===== config.mk =====
export PLATFORM = sky130hd
export DESIGN_NAME = trcb_timer
export DESIGN_NICKNAME = d
export VERILOG_FILES = /design/src/verilog/trcb_pkg.sv /design/src/verilog/trcb_timer.sv
export SDC_FILE = /design/constraint.sdc
export NUM_CORES = 1
export LEC_CHECK = 0
export BUFFER_PORTS_ARGS = -buffer_cell sky130_fd_sc_hd__buf_2
export CAP_MARGIN = 40
export CELL_PAD_IN_SITES_DETAIL_PLACEMENT = 0
export CELL_PAD_IN_SITES_GLOBAL_PLACEMENT = 2
export CORE_MARGIN = 4
export CORE_UTILIZATION = 34
export CTS_BUF_LIST = sky130_fd_sc_hd__clkbuf_16
export DETAILED_ROUTE_END_ITERATION = 7
export PLACE_DENSITY = 0.81
export RECOVER_POWER = 50
export SLEW_MARGIN = 10
export SYNTH_ARGS = -nofsm -noshare
export SYNTH_HDL_FRONTEND = slang
export SYNTH_SLANG_ARGS = --single-unit

===== constraint.sdc =====
create_clock -name clk_sys -period 2.5 [get_ports clk_sys]
set_input_delay 0 -clock clk_sys [delete_from_list [all_inputs] [get_ports clk_sys]]
set_output_delay 0 -clock clk_sys [all_outputs]
set_load 0.01 [all_outputs]

===== src/verilog/trcb_pkg.sv =====
package trcb_pkg;

    // ****************************************************************
    // Register map (byte-wide registers on a plain port)
    // ****************************************************************
    localparam int ADDR_W = 4;
    localparam logic [ADDR_W-1:0] OFF_CONTROL = 4'h0;
    localparam logic [ADDR_W-1:0] OFF_MODE = 4'h1;
    localparam logic [ADDR_W-1:0] OFF_RELOAD_LOW = 4'h2;
    localparam logic [ADDR_W-1:0] OFF_RELOAD_HIGH = 4'h3;
    localparam logic [ADDR_W-1:0] OFF_COUNT_LOW = 4'h4;
    localparam logic [ADDR_W-1:0] OFF_COUNT_HIGH = 4'h5;
    localparam logic [ADDR_W-1:0] OFF_DIS_CONTROL = 4'h6;
    localparam logic [ADDR_W-1:0] OFF_DIS_STATUS = 4'h7;

    // ****************************************************************
    // Field positions
    // ****************************************************************
    localparam int BIT_CAPTURE_RELOAD_SELECT = 0;
    localparam int BIT_COUNTER_TIMER_SELECT = 1;
    localparam int BIT_RUN_CONTROL = 2;
    localparam int BIT_EXTERNAL_ENABLE = 3;
    localparam int BIT_TRANSMIT_CLOCK_SELECT = 4;
    localparam int BIT_RECEIVE_CLOCK_SELECT = 5;
    localparam int BIT_EXTERNAL_FLAG = 6;
    localparam int BIT_OVERFLOW_FLAG = 7;
    localparam int BIT_UPDOWN_ENABLE = 0;
    localparam int BIT_TIMER_DISABLE = 1;

    // ****************************************************************
    // Reset values and timing
    // ****************************************************************
    localparam logic [7:0] RST_CONTROL = 8'h00;
    localparam logic [15:0] RST_RELOAD = 16'h0000;
    localparam logic [15:0] RST_COUNT = 16'h0000;
    localparam logic [15:0] COUNT_MAX = 16'hFFFF;
    localparam logic [15:0] CAPTURE_RELOAD = 16'h0000;
    localparam int TIMER_DIV = 12;
    localparam int BAUD_DIV = 2;
    localparam int PRESC_W = 4;

    // Register port request
    typedef struct packed {
        logic [ADDR_W-1:0] addr;
        logic [7:0] wdata;
        logic wr;
        logic rd;
    } trcb_bus_t;

    // Outputs towards the serial port
    typedef struct packed {
        logic ovf_pulse;
        logic transmit_clock_select;
        logic receive_clock_select;
    } trcb_baud_t;

    // Whole module state
    typedef struct packed {
        logic [7:0] ctrl;
        logic updown;
        logic [15:0] reload;
        logic [15:0] cnt;
        logic [PRESC_W-1:0] presc;
        logic [2:0] cin_sync;
        logic [2:0] trg_sync;
        logic dis_req;
        logic dis_st;
        logic [7:0] rdata;
        logic baud_pulse;
    } trcb_state_t;

endpackage


===== src/verilog/trcb_timer.sv =====
// Our own choices: the plain strobed port and the address map.
`timescale 1ns/1ns
module trcb_timer
    import trcb_pkg::*;
#(
    parameter int TIMER_DIVIDE = TIMER_DIV,
    parameter int BAUD_DIVIDE = BAUD_DIV
) (
    input wire logic clk_sys,
    input wire logic rst,
    input wire trcb_bus_t bus,
    output logic [7:0] rdata,
    input wire logic count_input_pin,
    input wire logic ext_trigger_pin,
    output logic irq_req,
    output trcb_baud_t baud
);

    localparam logic [PRESC_W-1:0] TIMER_LAST = PRESC_W'(TIMER_DIVIDE - 1);
    localparam logic [PRESC_W-1:0] BAUD_LAST = PRESC_W'(BAUD_DIVIDE - 1);

    trcb_state_t s_q;
    trcb_state_t s_d;

    // ****************************************************************
    // Mode decode and events
    // ****************************************************************
    logic baud_mode;
    logic updown_mode;
    logic capture_mode;
    logic disabled;
    logic running;
    logic presc_tick;
    logic cin_fall;
    logic trg_fall;
    logic count_ev;
    logic ext_ev;
    logic dir_up;
    logic at_max;
    logic at_reload;
    logic [15:0] cnt_inc;
    logic ctrl_wr;

    // Baud mode overrides the capture select
    assign baud_mode = s_q.ctrl[BIT_TRANSMIT_CLOCK_SELECT] | s_q.ctrl[BIT_RECEIVE_CLOCK_SELECT];
    assign updown_mode = s_q.updown & ~baud_mode;
    assign capture_mode = s_q.ctrl[BIT_CAPTURE_RELOAD_SELECT] & s_q.ctrl[BIT_EXTERNAL_ENABLE]
        & ~baud_mode & ~s_q.updown;
    assign disabled = s_q.dis_req | s_q.dis_st;
    assign running = s_q.ctrl[BIT_RUN_CONTROL] & ~disabled;

    // Prescaler wrap point picks the count rate
    assign presc_tick = s_q.presc == (baud_mode ? BAUD_LAST : TIMER_LAST);
    // Edges seen on the synchronised samples, never on the first stage
    assign cin_fall = s_q.cin_sync[2] & ~s_q.cin_sync[1];
    assign trg_fall = s_q.trg_sync[2] & ~s_q.trg_sync[1];
    assign count_ev = running
        & (s_q.ctrl[BIT_COUNTER_TIMER_SELECT] ? cin_fall : presc_tick);
    assign ext_ev = s_q.ctrl[BIT_EXTERNAL_ENABLE] & trg_fall & ~disabled & ~updown_mode;
    // Direction follows the synchronised trigger pin level
    assign dir_up = ~updown_mode | s_q.trg_sync[1];
    assign at_max = s_q.cnt == COUNT_MAX;
    assign at_reload = s_q.cnt == s_q.reload;
    assign cnt_inc = s_q.cnt + 16'h0001;
    assign ctrl_wr = bus.wr && bus.addr == OFF_CONTROL;

    // ****************************************************************
    // Next state
    // ****************************************************************
    always_comb begin
        logic ovf_set;
        logic ext_set;
        logic ext_tog;
        logic [15:0] cap_next;
        s_d = s_q;
        ovf_set = 1'b0;
        ext_set = 1'b0;
        ext_tog = 1'b0;
        cap_next = s_q.cnt;
        s_d.baud_pulse = 1'b0;

        // Synchronisers: two flops, then one history stage
        s_d.cin_sync = {s_q.cin_sync[1:0], count_input_pin};
        s_d.trg_sync = {s_q.trg_sync[1:0], ext_trigger_pin};

        // Prescaler runs only while counting, restarts when stopped
        if (running && !presc_tick) begin
            s_d.presc = s_q.presc + PRESC_W'(1);
        end else begin
            s_d.presc = '0;
        end

        // Register writes
        if (bus.wr) begin
            case (bus.addr)
                OFF_CONTROL: begin
                    s_d.ctrl = bus.wdata;
                end
                OFF_MODE: begin
                    s_d.updown = bus.wdata[BIT_UPDOWN_ENABLE];
                end
                OFF_RELOAD_LOW: begin
                    s_d.reload[7:0] = bus.wdata;
                end
                OFF_RELOAD_HIGH: begin
                    s_d.reload[15:8] = bus.wdata;
                end
                OFF_DIS_CONTROL: begin
                    s_d.dis_req = bus.wdata[BIT_TIMER_DISABLE];
                end
                default: begin
                end
            endcase
        end

        // Status follows the request once the gate has acted
        s_d.dis_st = s_q.dis_req;

        // Counting per mode
        if (baud_mode) begin
            if (count_ev) begin
                if (at_max) begin
                    s_d.cnt = s_q.reload;
                    s_d.baud_pulse = 1'b1;
                end else begin
                    s_d.cnt = cnt_inc;
                end
            end
            ext_set = ext_ev;
        end else if (capture_mode) begin
            if (count_ev) begin
                cap_next = at_max ? CAPTURE_RELOAD : cnt_inc;
                ovf_set = at_max;
            end
            s_d.cnt = cap_next;
            if (ext_ev) begin
                s_d.reload = cap_next;
                ext_set = 1'b1;
            end
        end else if (updown_mode) begin
            if (count_ev) begin
                if (dir_up) begin
                    if (at_max) begin
                        s_d.cnt = s_q.reload;
                        ovf_set = 1'b1;
                        ext_tog = 1'b1;
                    end else begin
                        s_d.cnt = cnt_inc;
                    end
                end else if (at_reload) begin
                    s_d.cnt = COUNT_MAX;
                    ovf_set = 1'b1;
                    ext_tog = 1'b1;
                end else begin
                    s_d.cnt = s_q.cnt - 16'h0001;
                end
            end
        end else begin
            if (ext_ev) begin
                s_d.cnt = s_q.reload;
                ext_set = 1'b1;
            end else if (count_ev) begin
                if (at_max) begin
                    s_d.cnt = s_q.reload;
                    ovf_set = 1'b1;
                end else begin
                    s_d.cnt = cnt_inc;
                end
            end
        end

        // Hardware set wins over a software clear in the same cycle
        if (ovf_set) begin
            s_d.ctrl[BIT_OVERFLOW_FLAG] = 1'b1;
        end
        if (ext_set) begin
            s_d.ctrl[BIT_EXTERNAL_FLAG] = 1'b1;
        end
        if (ext_tog) begin
            s_d.ctrl[BIT_EXTERNAL_FLAG] = ~s_d.ctrl[BIT_EXTERNAL_FLAG];
        end

        // Read data, valid the cycle after the strobe only
        s_d.rdata = 8'h00;
        if (bus.rd) begin
            case (bus.addr)
                OFF_CONTROL: s_d.rdata = s_q.ctrl;
                OFF_MODE: s_d.rdata = {7'h00, s_q.updown};
                OFF_RELOAD_LOW: s_d.rdata = s_q.reload[7:0];
                OFF_RELOAD_HIGH: s_d.rdata = s_q.reload[15:8];
                OFF_COUNT_LOW: s_d.rdata = s_q.cnt[7:0];
                OFF_COUNT_HIGH: s_d.rdata = s_q.cnt[15:8];
                OFF_DIS_CONTROL: s_d.rdata = {6'h00, s_q.dis_req, 1'b0};
                OFF_DIS_STATUS: s_d.rdata = {6'h00, s_q.dis_st, 1'b0};
                default: s_d.rdata = 8'h00;
            endcase
        end
    end

    // State register
    always_ff @(posedge clk_sys or posedge rst) begin
        if (rst) begin
            s_q <= '{ctrl: RST_CONTROL, updown: 1'b0, reload: RST_RELOAD, cnt: RST_COUNT,
                default: '0};
        end else begin
            s_q <= s_d;
        end
    end

    // ****************************************************************
    // Outputs
    // ****************************************************************
    // Interrupt: overflow flag outside baud, external flag outside up/down
    assign irq_req = (s_q.ctrl[BIT_OVERFLOW_FLAG] & ~baud_mode)
        | (s_q.ctrl[BIT_EXTERNAL_FLAG] & ~updown_mode);
    assign rdata = s_q.rdata;
    assign baud = '{ovf_pulse: s_q.baud_pulse,
        transmit_clock_select: s_q.ctrl[BIT_TRANSMIT_CLOCK_SELECT],
        receive_clock_select: s_q.ctrl[BIT_RECEIVE_CLOCK_SELECT]};

    logic auto_up;
    assign auto_up = ~baud_mode & ~capture_mode & ~updown_mode;
endmodule

# After elaboration in Yosys (flattened, before gate mapping)
# Index checks and enable logic that the tools add are counted.
[op_classes]
order_cmp = 0
n_mul = 0
bitwise = 24
n_eq_ne = 11
muxes = 45
div = 0
n_reduce_logical = 9
add_sub_neg = 3
shifts = 0
[op_table]
columns = ["cell", "n"]
rows = [
  ["$mux 16", 14],
  ["$pmux 8 s8", 1],
  ["$mux 8", 4],
  ["$mux 25", 1],
  ["$mux 1", 23],
  ["$add 16x1->16 const B", 1],
  ["$eq 16x16->1", 1],
  ["$eq 16x16->1 const B", 1],
  ["$eq 4x3->1 const B", 4],
  ["$sub 16x1->16 const B", 1],
  ["$and 1x1->1", 13],
  ["$eq 4x2->1 const B", 2],
  ["$mux 4", 2],
  ["$reduce_and 2->1", 4],
  ["$not 1->1", 7],
  ["$add 4x1->4 const B", 1],
  ["$eq 4x1->1 const B", 1],
  ["$eq 4x4->1", 1],
  ["$logic_not 4->1", 1],
  ["$ne 4x2->1 const B", 1],
  ["$or 1x1->1", 4],
  ["$reduce_bool 2->1", 2],
  ["$logic_and 1x1->1", 1],
  ["$logic_not 1->1", 1],
]
[word_totals]
ram_bits = 0
mem_count = 0
latch_bits = 0
wordCells = 105
mem_bits_ro = 0
reg_bits = 62
out_inout_bits = 12
input_bits = 18

# Longest topological paths before layout
# Gate-level depths: netlist of the first run.
[logic_depth]
depth_word = 12
mapped_depth = 11
mapped_depth_nobuf = 9

# Least setup slack after synthesis of the first run
# OpenSTA, ideal clock, no wires.
[synth_path]
kind = "register to register"
from = "register s_q[21] (netlist name)"
to = "register s_q[32] (netlist name)"
synth_period_minus_slack_ns = 2.472
path_slack_ns = 0.028
arrival_time_ns = 2.346
stages_incl_launch_ff = 11
required_time_ns = 2.374
setup_time_ns = 0.126
n_path_buf = 2
cell_sequence = "dfrtp_1 > ha_1 > buf_2 > nand3_1 > or4_1 > clkbuf_1 > nand2_1 > a21o_1 > and3_1 > o21ai_0 > a221o_1"
[synth_via]
elab_chain_len = 7
elab_cells_between_ends = 15
classes_between = "add/sub (2); eq/ne (2); mux (11)"
[synth_lines]
columns = ["element", "line_no", "text"]
rows = [
  ["from (decl)", "trcb_timer.sv:22", "trcb_state_t s_q;"],
  ["from (signal assigned)", "trcb_timer.sv:203", "s_q <= '{ctrl: RST_CONTROL, updown: 1'b0, reload: RST_RELOAD, cnt: RST_COUNT,"],
  ["$add 16x1->16 (tied with other cells)", "trcb_timer.sv:64", "assign cnt_inc = s_q.cnt + 16'h0001;"],
  ["$mux 16, on equally long branches", "--", ""],
  ["$mux 16, on equally long branches", "trcb_timer.sv:121, trcb_timer.sv:162, trcb_timer.sv:142", ""],
  ["$mux 16, on equally long branches", "trcb_timer.sv:159, trcb_timer.sv:141", ""],
  ["$mux 16", "trcb_timer.sv:140", "end else if (updown_mode) begin"],
  ["$mux 16", "trcb_timer.sv:130", "end else if (capture_mode) begin"],
  ["$mux 16 (*)", "trcb_timer.sv:120", "if (baud_mode) begin"],
]
# Mark *: on every way between the ends. The rest lies on a longest branch, timed or not. The select of a mux whose other input is x is not followed.
# A chain may end at the register's enable or synchronous reset.

# Worst setup path after layout of the first run
[layout_path]
from = "register s_q[25] (netlist name)"
to = "register s_q[26] (netlist name)"
# Same word-level chain as after synthesis.

==> results of run 1 <==
## synthesized netlist by cell type (5+ instances only)
library cell,instances,share of area (%)
a222oi_1,7,1.4
nand4_1,12,1.5
a21oi_1,48,4.8
dfrtp_1,62,31
nor2_1,46,3.5
inv_1,8,0.60
buf_4,12,1.8
nor4_1,8,1.0
mux2_2,9,2.0
a211oi_1,5,0.76
a21o_1,5,0.76
o211ai_1,5,0.76
a22oi_1,12,1.8
buf_2,12,1.2
nand2_1,72,5.4
a221oi_1,6,1.1
nor3_1,11,1.1
buf_1,5,0.38
or3_1,5,0.63
mux2i_1,15,3.0
and3_1,10,1.3
clkbuf_1,34,2.6
nand3_1,12,1.2
a31oi_1,7,0.88
xor2_1,12,2.1
o21ai_0,52,5.2
xnor2_1,34,6.0
## how the worst max path moves through the flow
stage | depth (start not counted) | start | slack (ns) | to
floorplan | 10 | s_q[21] | 0.03 | s_q[32]
global placement | 9 | s_q[9] | -0.11 | s_q[28]
detailed placement | 9 | s_q[9] | -0.12 | s_q[28]
CTS | 8 | s_q[31] | 0.006 | s_q[26]
global route | 9 | s_q[21] | -0.07 | s_q[26]
finish | 8 | s_q[25] | -0.01 | s_q[26]
## through the flow
stage	utilization [%]	setup TNS, ns	hold slack (ns)	setup WS (ns)
floorplan	-	0	0.0314	0.0282
global placement	43.5	-0.419	0.108	-0.114
detailed placement	43.5	-0.630	0.111	-0.117
CTS	47.0	0	0.0206	0.00633
global route	48.4	-0.466	0.0635	-0.0714
finish	48.4	-0.0166	0.0375	-0.0143
## area by class of cell
type | count | area, um2 | share of cell area [%]
flip-flops and latches | 62 | 1560 | 22.9
inverters | 8 | 30.0 | 0.440
clock inverters | 7 | 48.8 | 0.716
clock buffers | 9 | 225 | 3.30
well taps | 180 | 225 | 3.30
multi-input cells | 480 | 3300 | 48.4
repair buffers | 188 | 1430 | 21.0
## logic make-up (layout without fill, tap and decap cells)
| family | Yosys count | after routing | share of synthesized area (%) |
|---|---|---|---|
| buffers and inverters | 72 | 212 | 6.80 |
| XOR/XNOR | 48 | 48 | 8.77 |
| AO/OA/AOI/OAI | 187 | 187 | 24.1 |
| multiplexers | 24 | 24 | 5.07 |
| AND/OR/NAND/NOR | 218 | 218 | 23.2 |
| flip-flops | 62 | 62 | 31.3 |
| adder cells (fa/ha/maj) | 3 | 3 | 0.756 |
## worst register-to-register path, cell delays in order (launching register included)
cell	delay, ns
dfrtp_1	0.42
buf_4	0.16
xnor2_1	0.23
nand4_1	0.19
nor4_4	0.42
nor3_4	0.08
a221o_1	0.30
or4_4	0.51
a21oi_2	0.14
## layer usage
layer | track usage [%] | part of all wire (%)
met1 | 35.7 | 42
met4 | 11.4 | 4.9
met2 | 40.5 | 45
met3 | 6.48 | 8.1
met5 | 0 | 0
## power by group
group          switching [W]  internal [W]
clock               0.000537      0.000673
sequential          0.000317       0.00125
combinational        0.00190       0.00167
## sequential cells by signal, indices dropped and copies added (netlist names)
| register | cells |
|---|---|
| baud | 3 |
| s_q | 46 |
| rdata | 8 |
| s_d | 5 |
## repair_timing
item / CTS / global route
pin swaps: 6 / 17
resized for setup: 17 / 43
hold buffers: 11 / 0
endpoints found under the hold margin: 40 / 0
endpoints found under the setup margin: 17 / 19
cloned: 0 / 1
buffers inserted: 5 / 4
==> results by group, run 1 <==
Global route
  • Total grt overflow: 0
  • Total track usage: 26.5%
  • Initial antenna violation count: 0
  • Largest net degree at the start of global routing: 35
  • Vias in the first global route: roughly 5400
  • First-pass GRT wire length: 32.5 mm

Route
  • Vias/cell: a little over 6
  • Initial DRC count: 804
  • TritonRoute pass-1 iters: 8
  • Vias: 5634
  • # DRC: 0
  • WL final: 22.3 mm
  • Drt wl/cell: approximately 24 um
  • Antenna Nets Post-Route: 0

Power and ir drop
  • LEAKAGE: 2.86 nW
  • Max VDD drop: about 480 uV
  • Total power: 0.00634 W
  • Pwr Density: slightly above 900 nW/um2

Layout
  • Fill cells: between 1000 and 1500
  • NumNets Final: 770
  • Layout area overhead: 37.3%
  • Final design instance area without fill: 6820 um2
  • Post-Layout Cell Count: 934
  • Share of cells above drive strength 1: 32.9%
  • Ant diodes: 0
  • Commonest non-fill, non-tap cell in the layout: buf_4
  • Commonest non-fill, non-tap cells in the layout: buf_4 (133), nand2_1 (70), dfrtp_1 (56)

STA
  • Final setup fails: 2
  • Period utilisation layout: 101%
  • Layout Skew: 0.00992 ns
  • Min setup slack post-route: -0.0143 ns
  • Fmax: slightly below 0.4 GHz
  • Min Clock Period, post-route: 2.51 ns
  • Slew @ Worst Pin: around 1.1 ns
  • Slew Limit Fails: 0
  • Endpoints failing hold: 0
  • RSZ-0062 raised after global routing: true
  • Worst slew margin: around a quarter

Critical path
  • R2r endpoint: s_q[26]
  • CP peak stage delay: 0.51 ns
  • Setup CP Type: flip-flop to flip-flop
  • Slowest stage cell, crit path: or4_4
  • Crit Path Max Fanout: 3
  • Critical Path Start Type: flip-flop
  • WP buf/inv: 1
  • Cell family with most CP delay: simple AND/OR/NAND/NOR gates
  • R2R Setup Slk: -0.01 ns
  • Crit-path cells: buf_4, xnor2_1, nand4_1, nor4_4, nor3_4, a221o_1, or4_4, a21oi_2
  • CP Capture Type: flip-flop
  • Worst Reg-to-Reg Cells: 8
  • WP data required: 2.77 ns
  • FF-to-FF Start: s_q[25]
  • Critical path arrival: 2.79 ns

Clocking
  • CTS Sinks: 62
  • Clk_lat worst skew: 0.35 ns
  • Worst-path clk slew: ~0.060 ns
  • CTS tree: yes
  • H-tree levels: 3
  • Root Driver: clkbuf_16
  • CTS Buf Count: 9
  • Bufs on Longest Clock Path: 2

Synthesis
  • Cell count after synthesis: 614
  • Synthesis Warnings: 0
  • EDFF count, synth: 0
  • Unique cell type count in the Yosys netlist: 71
  • Synthesized flop and latch total: 62
  • Synthesized area: 4960 um2
  • Mapped Nets: roughly 640
  • Async SR Flop Fraction: 100%
  • Most used flip-flop cell after synthesis: dfrtp_1
  • Seq/Total Area, Yosys: 31.3%
  • Avg Cell Area, Syn: 8.09 um2

Floorplanning
  • Initial core utilization: 35.2%
  • Core Area: 14100 um2
  • Std cell rows: 43
  • Top Ports: 30
  • DIE WIDTH: 129 um
  • Die Area: 16600 um2
  • Die H: 129 um

Job
  • Maxcap violations: 0

Place
  • Placed standard-cell area: 6130 um2
  • HPWL after DPL: 16.5 mm
  • DP Cell Count: around 900
  • Buffers on Ports: 29
  • Placer Congestion: 0.973

Min path
  • Critical hold path startpoint: bus[8]
  • WHS Path Cells: 3
  • Hold Path Class: primary input to flip-flop
  • Hold endpoint: s_q[51]

Status
  • Status: complete, but fails checks
  • Failing checks: negative setup slack
No activity file was read; power rests on OpenSTA's default activity.
==> inputs of run 2 (changes only) <==
--- a/config.mk
+++ b/config.mk
@@ -13,7 +13,7 @@
 export CORE_UTILIZATION = 34
 export CTS_BUF_LIST = sky130_fd_sc_hd__clkbuf_16
 export DETAILED_ROUTE_END_ITERATION = 7
-export PLACE_DENSITY = 0.81
+export PLACE_DENSITY_LB_ADDON = 0.1
 export RECOVER_POWER = 50
 export SLEW_MARGIN = 10
 export SYNTH_ARGS = -nofsm -noshare
==> run 2 against run 1 <==
Against the previous run:
- the flow still finishes with violations (negative setup slack)
- non-clock buffer count decreased by 7
- cell count decreased by 0.75%
- clock skew decreased by 0.0018 ns
- first-iteration DRC count decreased by 3.9%
- final area decreased by 1.7%
- wire length increased by 0.13%
- clock power about the same
- via count decreased by 0.30%
- critical endpoint unchanged
- largest power group unchanged
==> results by group, run 2 (synthesized netlist as in run 1, its figures left out) <==
Route
  • WL final: 22.4 mm (+0.13%)
  • TritonRoute pass-1 iters: 5 (-3)
  • Drt wl/cell: 24.1 um (+0.89%)
  • Antenna Nets Post-Route: 0 (unchanged)
  • Vias: 5617 (-0.30%)
  • Initial DRC count: 773 (-3.9%)
  • # DRC: 0 (unchanged)
  • Vias/cell: 6.06 (+0.45%)

Floorplanning
  • Core Area: 14100 um2 (unchanged)
  • Std cell rows: 43 (unchanged)
  • Die Area: 16600 um2 (unchanged)
  • Initial core utilization: 35.2% (unchanged)
  • Die H: 129 um (unchanged)
  • Top Ports: 30 (unchanged)
  • DIE WIDTH: 129 um (unchanged)

Critical path
  • WP data required: 2.77 ns (about the same)
  • Crit Path Max Fanout: 10 (+7)
  • Worst Reg-to-Reg Cells: 6 (-2)
  • FF-to-FF Start: s_q[53]
  • Critical Path Start Type: flip-flop
  • CP Capture Type: flip-flop
  • Critical path arrival: 2.88 ns (+0.09 ns)
  • R2r endpoint: s_q[26]
  • Crit-path cells: clkbuf_1, nor2_1, buf_4, a221o_1, or4_1, a21oi_2
  • Setup CP Type: flip-flop to flip-flop
  • Slowest stage cell, crit path: clkbuf_1
  • R2R Setup Slk: -0.10 ns (-0.09 ns)
  • Worst setup path start: s_q[53]
  • CP peak stage delay: 0.67 ns (+0.16 ns)

STA
  • Endpoints failing hold: 0 (unchanged)
  • Final setup fails: 2 (unchanged)
  • Min Clock Period, post-route: 2.60 ns (+0.0902 ns)
  • Worst slew margin: 25.9% (+0.077 points)
  • Min setup slack post-route: -0.104 ns (-0.0902 ns)
  • Setup TNS: -0.131 ns (-0.114 ns)
  • Slew Limit Fails: 0 (unchanged)
  • Fmax: 0.384 GHz (-3.5%)
  • Fin Hold WS: 0.000287 ns (-0.0372 ns)
  • Period utilisation layout: 104% (+3.6 points)
  • RSZ-0062 raised after global routing: true
  • Slew @ Worst Pin: 1.11 ns (-0.00115 ns)
  • Layout Skew: 0.00808 ns (-0.00184 ns)

Layout
  • Ant diodes: 0 (unchanged)
  • Layout area overhead: 35.0%
  • Commonest non-fill, non-tap cells in the layout: buf_4 (132), nand2_1 (72), dfrtp_1 (55)
  • Commonest non-fill, non-tap cell in the layout: buf_4
  • Max reg flops: 46 (unchanged)
  • NumNets Final: 763 (-0.91%)
  • Final design instance area without fill: 6700 um2 (-1.7%)
  • Most flop-heavy register: s_q
  • Share of cells above drive strength 1: 32.0% (-0.90 points)

Place
  • HPWL after DPL: 16.9 mm (+2.6%)
  • Placed standard-cell area: 6100 um2 (-0.45%)
  • Placer Congestion: 0.947 (-2.7%)
  • Buffers on Ports: 29 (unchanged)

Power and ir drop
  • Pwr Density: 928 nW/um2 (-0.23%)
  • Total power: 0.00622 W (-1.9%)
  • LEAKAGE: 2.84 nW (-0.59%)
  • Max VDD drop: 354 uV (-26%)

Global route
  • Initial antenna violation count: 0 (unchanged)
  • Vias in the first global route: 5476 (+2.1%)
  • First-pass GRT wire length: 33.3 mm (+2.6%)
  • Gr busiest metal: met2
  • Met1 usage: 36.3% (+0.62 points)
  • Grt met2 use: 42.2% (+1.8 points)
  • Total grt overflow: 0 (unchanged)
  • Total track usage: 27.1% (+0.67 points)
  • Largest net degree at the start of global routing: 33 (-5.7%)
  • Global-route track usage on met3: 5.69% (-0.79 points)

Clocking
  • Worst-path clk slew: 0.06 ns (about the same)
  • CTS Buf Count: 9 (unchanged)
  • H-tree levels: 3 (unchanged)
  • Bufs on Longest Clock Path: 2 (unchanged)
  • CTS Sinks: 62 (unchanged)
  • Root Driver: clkbuf_16
  • CTS tree: yes
  • Clk_lat worst skew: 0.35 ns (about the same)

Status
  • Failing checks: negative setup slack
  • Status: complete, but fails checks

Min path
  • Hold Path Class: primary input to flip-flop
  • Critical hold path startpoint: bus[9]
  • Hold endpoint: s_q[61]
  • WHS Path Cells: 3 (unchanged)

Job
  • Maxcap violations: 0 (unchanged)
==> run 2: area by class of cell <==
cell class,count,area [um2]
repair buffers,181,1340
fillers,1420,7390
flip-flops and latches,62,1560
clock buffers,9,225
clock inverters,7,48.8
well taps,180,225
multi-input cells,480,3280
inverters,8,30.0
==> run 2: routing by layer <==
layer  vias up  part of all wire [%]
met5         -                     0
met4         0                   5.3
met3        80                   8.5
met2       306                    44
met1      2717                    42
li1       2514                     -
==> run 2: power breakdown <==
group          switching [W]  internal, W  total (W)
registers           0.000299      0.00125    0.00155
logic                0.00187      0.00159    0.00346
clock network       0.000536     0.000673    0.00121
total                0.00270      0.00352    0.00622
==> run 2: through the flow <==
step	util (%)	setup slack, ns	cells
floorplan	-	0.0282	614
global placement	43.3	-0.0716	895
detailed placement	43.3	-0.0860	895
CTS	46.3	-0.0299	921
global route	47.5	-0.0980	927
finish	47.5	-0.104	927
==> run 2: worst max-delay path by stage <==
stage / slack [ns] / depth (start not counted) / end
final: -0.10 / 6 / s_q[26]
after global routing: -0.1 / 10 / s_q[34]
after CTS: -0.03 / 9 / s_q[32]
after detailed placement: -0.09 / 8 / s_q[32]
after global placement: -0.07 / 9 / s_q[21]
after floorplan: 0.03 / 10 / s_q[32]
==> run 2: what timing repair did <==
action | in CTS | in global routing
buffers inserted | 2 | 6
setup endpoints to repair | 10 | 18
gates resized for setup | 14 | 35
pin swaps | 4 | 10
hold buffers | 8 | 0
hold endpoints to repair | 37 | 0
==> run 2: critical path: cells and delay by family (launching register included) <==
family,cells,cell delay (ns)
AO/OA/AOI/OAI,2,0.39
buffers and inverters,2,0.93
flip-flops,1,0.35
AND/OR/NAND/NOR,2,0.86
